$ cat src/dump_pkg.sv
// package for the fault dump writer: word slots of the dump block, field positions,
// widths and the state encoding.
// assumes a 48-bit memory word and a 32-word dump block in system memory.
package dump_pkg;

    // word size and dump block length
    localparam int WORD_W = 48;
    localparam int DUMP_WORDS = 32;
    localparam logic [4:0] LAST_WORD = 5'h1F;

    // word slots inside the fault_dump_block
    localparam logic [4:0] W_HEADER = 5'h00;
    localparam logic [4:0] W_CAUSE = 5'h01;
    localparam logic [4:0] W_STATE = 5'h02;
    localparam logic [4:0] W_ICMEM = 5'h03;
    localparam logic [4:0] W_ZREG = 5'h04;
    localparam logic [4:0] W_CREG = 5'h06;
    localparam logic [4:0] W_MSTK_FIRST = 5'h08;
    localparam logic [4:0] W_MSTK_LAST = 5'h0B;
    localparam logic [4:0] W_RAM_FIRST = 5'h0D;
    localparam logic [4:0] W_RAM_LAST = 5'h1C;
    localparam logic [4:0] W_LENGTH = 5'h1D;

    // word two fields
    localparam int LASTADDR_LSB = 28;
    localparam int LASTADDR_W = 20;
    localparam int GPARAM_LSB = 24;
    localparam int GPARAM_W = 3;
    localparam int PROM_LSB = 20;
    localparam int PROM_W = 4;
    localparam int UADDR_W = 12;

    // word one cause field
    localparam int CAUSE_BIT = 40;

    // internal widths
    localparam int ICREG_W = 24;
    localparam int MSTK_DEPTH = 4;
    localparam int RAM_WORDS = 16;
    localparam logic [3:0] RAM_BASE_SLOT = 4'h1;
    localparam int LINK_W = 25;

    // control_block_mark field, bits [47:16]
    localparam int MARK_LSB = 16;
    localparam int MARK_W = 32;

    // dump sequencer states
    typedef enum logic [1:0] {
        ST_IDLE = 2'b01,
        ST_WRITE = 2'b10
    } dump_st_t;

endpackage

$ cat src/io_error_dump_writer.sv
// fault dump writer of the io_message_processor: keeps the internal state that the
// fault_dump_block records and writes the 32-word block to system memory on a fault.
// assumes a simple valid/ready memory write port on CLOCK_IN; link pins are asynchronous.
`timescale 1ns/1ps
module io_error_dump_writer
    import dump_pkg::*;
#(
    parameter int ADDR_W = 20,
    parameter int LEN_W = 20,
    parameter int RAM_W = 20,
    parameter logic [MARK_W-1:0] CTRL_MARK = 32'h0000_10CB  // arbitrary value
) (
    // clock and reset
    input wire logic CLOCK_IN,
    input wire logic RST_IN,
    // fault causes
    input wire logic HW_FAULT_IN,
    input wire logic ADDR_FAULT_IN,
    input wire logic NORMAL_TERM_OK_IN,
    // live state sampled when a fault starts the dump
    input wire logic [WORD_W-1:0] HEADER_IN,
    input wire logic [LASTADDR_W-1:0] LAST_ADDR_IN,
    input wire logic [GPARAM_W-1:0] GLOBAL_PARAM_IN,
    input wire logic [PROM_W-1:0] PROM_CODE_IN,
    input wire logic [UADDR_W-1:0] MICRO_ADDR_IN,
    input wire logic [ICREG_W-1:0] IC_ADDR_REG_IN,
    input wire logic [ICREG_W-1:0] IC_MATH_REG_IN,
    input wire logic [WORD_W-1:0] Z_REG_IN,
    input wire logic [WORD_W-1:0] C_REG_IN,
    // micro-stack and data-register writes
    input wire logic MSTK_WR_IN,
    input wire logic [WORD_W-1:0] MSTK_DATA_IN,
    input wire logic RAM_WR_IN,
    input wire logic [3:0] RAM_ADDR_IN,
    input wire logic [RAM_W-1:0] RAM_DATA_IN,
    // length count
    input wire logic LEN_LOAD_IN,
    input wire logic [LEN_W-1:0] LEN_INIT_IN,
    input wire logic LEN_STEP_IN,
    // universal_io_operator start and control block check
    input wire logic OP_START_IN,
    input wire logic [ADDR_W-1:0] DESC_ADDR_IN,
    input wire logic CB_CHECK_IN,
    input wire logic [WORD_W-1:0] CB_WORD_IN,
    // message_link_interface pins
    input wire logic [LINK_W-1:0] LINK_IN,
    input wire logic LINK_TX_IN,
    input wire logic [LINK_W-1:0] LINK_TX_DATA_IN,
    input wire logic POLL_REQ_IN,
    // memory write port
    input wire logic MEM_READY_IN,
    output logic MEM_VALID_OUT,
    output logic [ADDR_W-1:0] MEM_ADDR_OUT,
    output logic [WORD_W-1:0] MEM_DATA_OUT,
    // status
    output logic BUSY_OUT,
    output logic DONE_OUT,
    output logic [LEN_W-1:0] LEN_OUT,
    output logic OP_REQ_OUT,
    output logic [ADDR_W-1:0] OP_ADDR_OUT,
    output logic MARK_OK_OUT,
    output logic MARK_BAD_OUT,
    output logic [LINK_W-1:0] LINK_OUT,
    output logic LINK_OE_OUT,
    output logic [LINK_W-1:0] PRIO_WORD_OUT
);

    typedef struct packed {
        dump_st_t st;
        logic [4:0] idx;
        logic cause;
        logic [WORD_W-1:0] hdr;
        logic [LASTADDR_W-1:0] last_addr;
        logic [GPARAM_W-1:0] gparam;
        logic [PROM_W-1:0] prom;
        logic [UADDR_W-1:0] uaddr;
        logic [ICREG_W-1:0] ic_addr;
        logic [ICREG_W-1:0] ic_math;
        logic [WORD_W-1:0] z;
        logic [WORD_W-1:0] c;
        logic [LEN_W-1:0] len_snap;
        logic [LEN_W-1:0] len;
        logic [MSTK_DEPTH-1:0][WORD_W-1:0] mstk;
        logic [RAM_WORDS-1:0][RAM_W-1:0] ram;
        logic mem_valid;
        logic [ADDR_W-1:0] mem_addr;
        logic [WORD_W-1:0] mem_data;
        logic done;
        logic op_req;
        logic [ADDR_W-1:0] op_addr;
        logic mark_ok;
        logic mark_bad;
        logic [LINK_W-1:0] link_s1;
        logic [LINK_W-1:0] link_s2;
        logic [LINK_W-1:0] link_out;
        logic link_oe;
        logic [LINK_W-1:0] prio;
    } state_t;

    state_t r;
    state_t next_r;

    // assembles one dump word from the frozen snapshot and the live micro-stack and data registers; undefined slots read zero
    function automatic logic [WORD_W-1:0] dump_word(input state_t s, input logic [4:0] i);
        logic [WORD_W-1:0] w;
        w = '0;
        if (i == W_HEADER) begin
            w = s.hdr;
        end else if (i == W_CAUSE) begin
            w[CAUSE_BIT] = s.cause;
        end else if (i == W_STATE) begin
            w[LASTADDR_LSB +: LASTADDR_W] = s.last_addr;
            w[GPARAM_LSB +: GPARAM_W] = s.gparam;
            w[PROM_LSB +: PROM_W] = s.prom;
            w[UADDR_W-1:0] = s.uaddr;
        end else if (i == W_ICMEM) begin
            w = {s.ic_addr, s.ic_math};
        end else if (i == W_ZREG) begin
            w = s.z;
        end else if (i == W_CREG) begin
            w = s.c;
        end else if (i >= W_MSTK_FIRST && i <= W_MSTK_LAST) begin
            w = s.mstk[2'(i - W_MSTK_FIRST)];
        end else if (i >= W_RAM_FIRST && i <= W_RAM_LAST) begin
            w[RAM_W-1:0] = s.ram[4'(i - W_RAM_FIRST)];
        end else if (i == W_LENGTH) begin
            w[LEN_W-1:0] = s.len_snap;
        end
        return w;
    endfunction

    // next-state logic for the whole block
    always_comb begin
        logic fault;
        fault = 1'b0;
        next_r = r;
        next_r.done = 1'b0;
        next_r.op_req = 1'b0;
        next_r.mark_ok = 1'b0;
        next_r.mark_bad = 1'b0;

        // micro-stack history: slot 0 is always the newest write
        if (MSTK_WR_IN) begin
            next_r.mstk = {r.mstk[MSTK_DEPTH-2:0], MSTK_DATA_IN};
        end
        if (RAM_WR_IN) begin
            next_r.ram[RAM_ADDR_IN] = RAM_DATA_IN;
        end

        // length count: load wins over a step in the same cycle, floor at zero
        if (LEN_LOAD_IN) begin
            next_r.len = LEN_INIT_IN;
        end else if (LEN_STEP_IN && r.len != '0) begin
            next_r.len = r.len - 1'b1;
        end

        // operator start and mark check are one-cycle answers
        if (OP_START_IN) begin
            next_r.op_req = 1'b1;
            next_r.op_addr = DESC_ADDR_IN;
        end
        if (CB_CHECK_IN) begin
            next_r.mark_ok = (CB_WORD_IN[MARK_LSB +: MARK_W] == CTRL_MARK);
            next_r.mark_bad = (CB_WORD_IN[MARK_LSB +: MARK_W] != CTRL_MARK);
        end

        // link pins: two-stage sync before the priority capture reads them
        next_r.link_s1 = LINK_IN;
        next_r.link_s2 = r.link_s1;
        next_r.link_out = LINK_TX_DATA_IN;
        next_r.link_oe = LINK_TX_IN;
        if (POLL_REQ_IN) begin
            next_r.prio = r.link_s2;
        end

        // dump sequencer; faults during a dump are dropped, the first one is kept
        fault = (HW_FAULT_IN || ADDR_FAULT_IN) && !NORMAL_TERM_OK_IN;
        case (r.st)
            ST_IDLE: begin
                if (fault) begin
                    next_r.st = ST_WRITE;
                    next_r.idx = '0;
                    next_r.cause = ADDR_FAULT_IN && !HW_FAULT_IN;
                    next_r.hdr = HEADER_IN;
                    next_r.last_addr = LAST_ADDR_IN;
                    next_r.gparam = GLOBAL_PARAM_IN;
                    next_r.prom = PROM_CODE_IN;
                    next_r.uaddr = MICRO_ADDR_IN;
                    next_r.ic_addr = IC_ADDR_REG_IN;
                    next_r.ic_math = IC_MATH_REG_IN;
                    next_r.z = Z_REG_IN;
                    next_r.c = C_REG_IN;
                    next_r.len_snap = r.len;
                    next_r.mem_valid = 1'b1;
                    next_r.mem_addr = r.ram[RAM_BASE_SLOT][ADDR_W-1:0];
                    next_r.mem_data = dump_word(next_r, '0);
                end
            end
            ST_WRITE: begin
                if (MEM_READY_IN) begin
                    if (r.idx == LAST_WORD) begin
                        next_r.st = ST_IDLE;
                        next_r.mem_valid = 1'b0;
                        next_r.done = 1'b1;
                    end else begin
                        next_r.idx = r.idx + 1'b1;
                        next_r.mem_addr = ADDR_W'(r.mem_addr + 1'b1);
                        next_r.mem_data = dump_word(r, 5'(r.idx + 1'b1));
                    end
                end
            end
            default: begin
                next_r.st = ST_IDLE;
                next_r.mem_valid = 1'b0;
            end
        endcase
    end

    // single state register; reset to constants only
    always_ff @(posedge CLOCK_IN or posedge RST_IN) begin
        if (RST_IN) begin
            r <= '0;
            r.st <= ST_IDLE;
        end else begin
            r <= next_r;
        end
    end

    // outputs straight from flip-flops
    assign MEM_VALID_OUT = r.mem_valid;
    assign MEM_ADDR_OUT = r.mem_addr;
    assign MEM_DATA_OUT = r.mem_data;
    assign BUSY_OUT = r.mem_valid;
    assign DONE_OUT = r.done;
    assign LEN_OUT = r.len;
    assign OP_REQ_OUT = r.op_req;
    assign OP_ADDR_OUT = r.op_addr;
    assign MARK_OK_OUT = r.mark_ok;
    assign MARK_BAD_OUT = r.mark_bad;
    assign LINK_OUT = r.link_out;
    assign LINK_OE_OUT = r.link_oe;
    assign PRIO_WORD_OUT = r.prio;

endmodule
$ cat config.mk
export PLATFORM = sky130hd
export DESIGN_NAME = io_error_dump_writer
export DESIGN_NICKNAME = d
export VERILOG_FILES = /design/src/dump_pkg.sv /design/src/io_error_dump_writer.sv
export SDC_FILE = /design/constraint.sdc
export NUM_CORES = 2
export LEC_CHECK = 0
export ABC_AREA = 1
export CAP_MARGIN = 5
export CORE_MARGIN = 2
export CORE_UTILIZATION = 51
export DETAILED_ROUTE_END_ITERATION = 8
export DONT_BUFFER_PORTS = 1
export PLACE_DENSITY = 0.66
export REMOVE_ABC_BUFFERS = 1
export SLEW_MARGIN = 25
export SYNTH_ARGS = -nofsm -noshare
export SYNTH_HDL_FRONTEND = slang
export SYNTH_SLANG_ARGS = --single-unit
$ cat constraint.sdc
create_clock -name CLOCK_IN -period 40.7 [get_ports CLOCK_IN]
set_input_delay 6.105 -clock CLOCK_IN [delete_from_list [all_inputs] [get_ports CLOCK_IN]]
set_output_delay 6.105 -clock CLOCK_IN [all_outputs]
set_load 0.02 [all_outputs]
# == After elaboration in Yosys (flattened, before gate mapping) ==
# Cells that the tools add are included.
# totals
regBits,985
latchBits,0
ram_bits,0
mem_bits_ro,0
input_bits,455
memories,0
# classes
n_addsub,5
n_mul,0
n_div,0
magnitude_cmp,8
eq_ne,15
n_shift,0
muxes,41
bitwise,0
n_reduce_logical,16
# ops
cell,count
320-bit bitwise mux,1
259-bit 2-to-1 mux,1
48-bit 2-to-1 mux,5
20-bit 2-to-1 mux,8
68-bit case mux with 2 select lines,1
48-bit binary-select mux with 2-bit select,1
20-bit binary-select mux with 4-bit select,1
20-bit demux with 4-bit select,1
70-bit 2-to-1 mux,1
69-bit 2-to-1 mux,1
68-bit 2-to-1 mux,1
40-bit 2-to-1 mux,1
32-bit by 13-bit equality test with 1-bit output (second input constant),1
32-bit by 13-bit inequality test with 1-bit output (second input constant),1
28-bit 2-to-1 mux,1
21-bit 2-to-1 mux,1
7-bit 2-to-1 mux,3
20-bit by 1-bit adder with 20-bit output (second input constant),1
20-bit nonzero test,1
20-bit by 1-bit subtractor with 20-bit output (second input constant),1
12-bit 2-to-1 mux,1
5-bit by 2-bit equality test with 1-bit output (second input constant),2
5-bit by 3-bit equality test with 1-bit output (second input constant),2
5-bit equality test (second input constant),2
other kinds (28),45

# == Logic depth before layout (Yosys ltp) ==
# depth
ltp_word,15
ltp_mapped,27

# == Worst setup path before layout ==
# Ideal clock, no wire load.
# synth_timing
path_kind,input to register
from,input ADDR_FAULT_IN
to,register r (netlist bit MEM_ADDR_OUT[7])
setup_ns,0.129
t_arrival_ns,7.328
t_required_ns,40.571
slack_ns,33.243
cell_stages,8
path_buffers,2
path_cell_list,o21ai_0 > inv_1 > o22ai_1 > nor2_2 > inv_2 > clkbuf_1 > buf_2 > o22ai_1
# synth_via
elab_chain_len,4
# synth_rtl
item,line_no,text
start: declaration,io_error_dump_writer.sv:18,"input wire logic ADDR_FAULT_IN,"
1-bit logical OR,io_error_dump_writer.sv:177,fault = (HW_FAULT_IN || ADDR_FAULT_IN) && !NORMAL_TERM_OK_IN;
1-bit logical AND,io_error_dump_writer.sv:177,
2-bit inequality test (no source line),n/a,
4-bit AND reduction (no source line),n/a,
end signal: assignment,io_error_dump_writer.sv:225,r <= next_r;
end: declaration,io_error_dump_writer.sv:100,state_t r;
# No other way between the ends.
# A chain may end at the register's enable or synchronous reset.

# == Worst setup path after layout ==
# layout_timing
from,input ADDR_FAULT_IN
to,register r (netlist bit MEM_ADDR_OUT[8])
# Same word-level chain as after synthesis.

==> metrics.yaml <==
rsz0062_at_grt: "false"
finalCriticalPeriod_ns: 8.009
wl_per_cell_um: 19.80
final_nets: 5738
drv_cap: 0
clock_path_buffers: 3
syn_area_per_cell_um2: 8.107
root_buffer: "clkbuf_16"
wl_um: 129600
worstPathArrival_ns: 8.62
seq_area_frac_synth_pct: 53.80
overflow: 0
cts_tree: "built"
cts_inserted_buffers: 108
io_pins: 620
finalHoldWorstSlack_ns: 0.3437
hold_start: "next_r[56]"
final-setup-viol-count: 0
die_h_um: 303.7
ir_worst_vdd_uv: 64.58
status: "finished clean"
hold_class: "register to register"
hold_violations: 0
period_share_pct: 19.68
synth.area.top_cells: "dfrtp_1 54%, nand2_1 15%, o21ai_0 6.9%"
place_hpwl_um: 78490
grt_pass1_wl_um: 202200
grt_pass1_vias: 34680
cp-start-kind: "input pin"
clk_latency_ns: 0.71
synth_top_cell_by_area: "dfrtp_1"
slew_headroom_pct: 26.29
reg2reg_setup_slack_ns: 34.56
core_mm2: 0.08865
cts.hold.buffers_added: 0
syn_area_mm2: 0.04581
clk_pin_slew_ns: 0.06
post_cts_resized: 0
vias_per_cell: 5.511
cp_max_fo: 50
grt_max_degree: 373
worstReg2RegStart: "r[978]"
synth_top_area_share_pct: 53.75
netlist-cell-type-count: 40
setup_ws_ns: 32.69
endpoint_kind: "register"
power_density_mw_per_mm2: 68.95
skew_ns: 0.03668
first_pass_iters: 7
fin_util_pct: 55.24
die_area_mm2: 0.09225
cp.required_ns: 41.31
num_rows: 109
io_buffers: 0
final_cell_mix: "1850 x nand2_1, 983 x dfrtp_1, 631 x o21ai_0"
drc: 0
p_leak_uw: 0.02354
syn_inst: 5651
mostFrequentLayoutCell: "nand2_1"
cts_sinks: 985
cts_max_level: 3
fmax_mhz: 124.9
die-width_um: 303.7
nFillCells: 8153
post_cts_buffers: 0
gp_congestion: 0.8597
worst_slew_pin_slew_ns: 1.106
drive_gt1_share_pct: 6.631
ys_ff_latch: 985
antenna_found_initial: 25
dpl_worst_slack_ns: 31.92
postRouteAntennaNets: 0
synth_warnings: 0
criticalPathCategory: "input pin to register"
num_vias: 36090
final_area_mm2: 0.04897
start_util_pct: 51.68
grt_util_all_layers_pct: 27.85
drt-initial-drc-count: 3712
area_delta_synth_final_pct: 6.882
final-max-slew-violation-count: 0
placed_area_mm2: 0.04501
setup_tns_ns: 0
cp-startpoint: "ADDR_FAULT_IN"
-- Yosys cell counts --
library cell,instances
nor3_2,1
o2111ai_1,1
dfstp_2,1
mux2_2,57
o22ai_1,4
a2bb2oi_1,25
o221ai_1,2
nand3_1,245
a22oi_1,12
o21ai_1,37
xor2_1,9
o21ai_0,631
ha_1,9
nand2_4,2
nand4_1,23
buf_4,169
o211ai_1,33
o21ai_2,1
a31oi_1,6
nor2_2,3
clkinv_1,1
buf_1,17
nand2_1,1855
inv_1,383
nor2_4,1
a2bb2oi_2,3
nor2_1,279
nor4_1,8
o21bai_1,3
dfrtp_1,984
a21oi_1,453
inv_2,10
clkbuf_1,261
a21boi_1,6
buf_6,6
or2_2,20
nor3_4,2
buf_2,75
nor3_1,10
nand2_2,3
-- cell families (layout without fill, tap and decap cells) --
| logic type | Yosys count | in the layout | synth area share (%) |
|---|---|---|---|
| compound gates | 1217 | 1217 | 13.92 |
| xor+xnor | 9 | 9 | 0.1721 |
| fa+ha+maj | 9 | 9 | 0.2458 |
| buf+inv | 922 | 640 | 9.242 |
| flops | 985 | 985 | 53.80 |
| mux | 57 | 57 | 1.401 |
| other cells | 0 | 15 | 0 |
| simple gates | 2452 | 2452 | 21.21 |
-- registers in the layout, indices dropped and copies added, names as in the netlist --
| register | cells |
|---|---|
| LEN_OUT | 20 |
| next_r | 25 |
| OP_ADDR_OUT | 20 |
| DONE_OUT | 1 |
| LINK_OUT | 25 |
| MARK_BAD_OUT | 1 |
| BUSY_OUT | 1 |
| MEM_ADDR_OUT | 20 |
| LINK_OE_OUT | 1 |
| r | 796 |
| PRIO_WORD_OUT | 25 |
| OP_REQ_OUT | 1 |
| MARK_OK_OUT | 1 |
| MEM_DATA_OUT | 48 |
-- final timing paths --
path	endpoint	cells past startpoint
max	MEM_ADDR_OUT[8]	10
min	r[56]	0
max reg2reg	MEM_DATA_OUT[20]	16
min reg2reg	r[56]	0
max in group asynchronous	OP_ADDR_OUT[19]	4
min in group asynchronous	r[288]	1
-- per-layer routing --
metal / vias up / GRT usage, % / wire length [µm]
li1: 17200 / - / -
met3: 271 / 5.973 / 9949
met2: 1317 / 43.38 / 59420
met4: 16 / 13.11 / 5545
met5: - / 0 / 96
met1: 17290 / 37.35 / 54640
-- power by group --
part,leakage [µW],switching [µW],internal (µW)
Combinational,0.00974,600,291
Sequential,0.0119,205,1240
Clock,0.00189,420,623
-- worst max-delay path: stages --
cell and delay (ns):
o21ai_0 0.34, inv_1 0.08, o22ai_1 0.32, nor2_4 0.05, clkinv_2 0.46, buf_4 0.79, a21oi_1 0.08, a21oi_1 0.15
a21oi_1 0.06, a21oi_1 0.13
-- area by class of cell --
| cell class | instances | area [µm²] | share of cell area (%) |
|---|---|---|---|
| flip-flops and latches | 985 | 24650 | 50.35 |
| well taps | 1165 | 1458 | 2.977 |
| repair buffers | 41 | 437.9 | 0.8943 |
| clock inverters | 52 | 681.9 | 1.393 |
| inverters | 394 | 1505 | 3.074 |
| multi-input cells | 3744 | 17050 | 34.82 |
| diodes | 15 | 37.54 | 0.07666 |
| clock buffers | 153 | 3142 | 6.416 |
-- per-stage QoR --
stage               instances  total power, µW
CTS                      6531             3389
global route             6548             3594
detailed placement       6326             2340
finish                   6549             3376
global placement         6326             2312
floorplan                5123             2106
No activity file was read; power rests on OpenSTA's default activity.
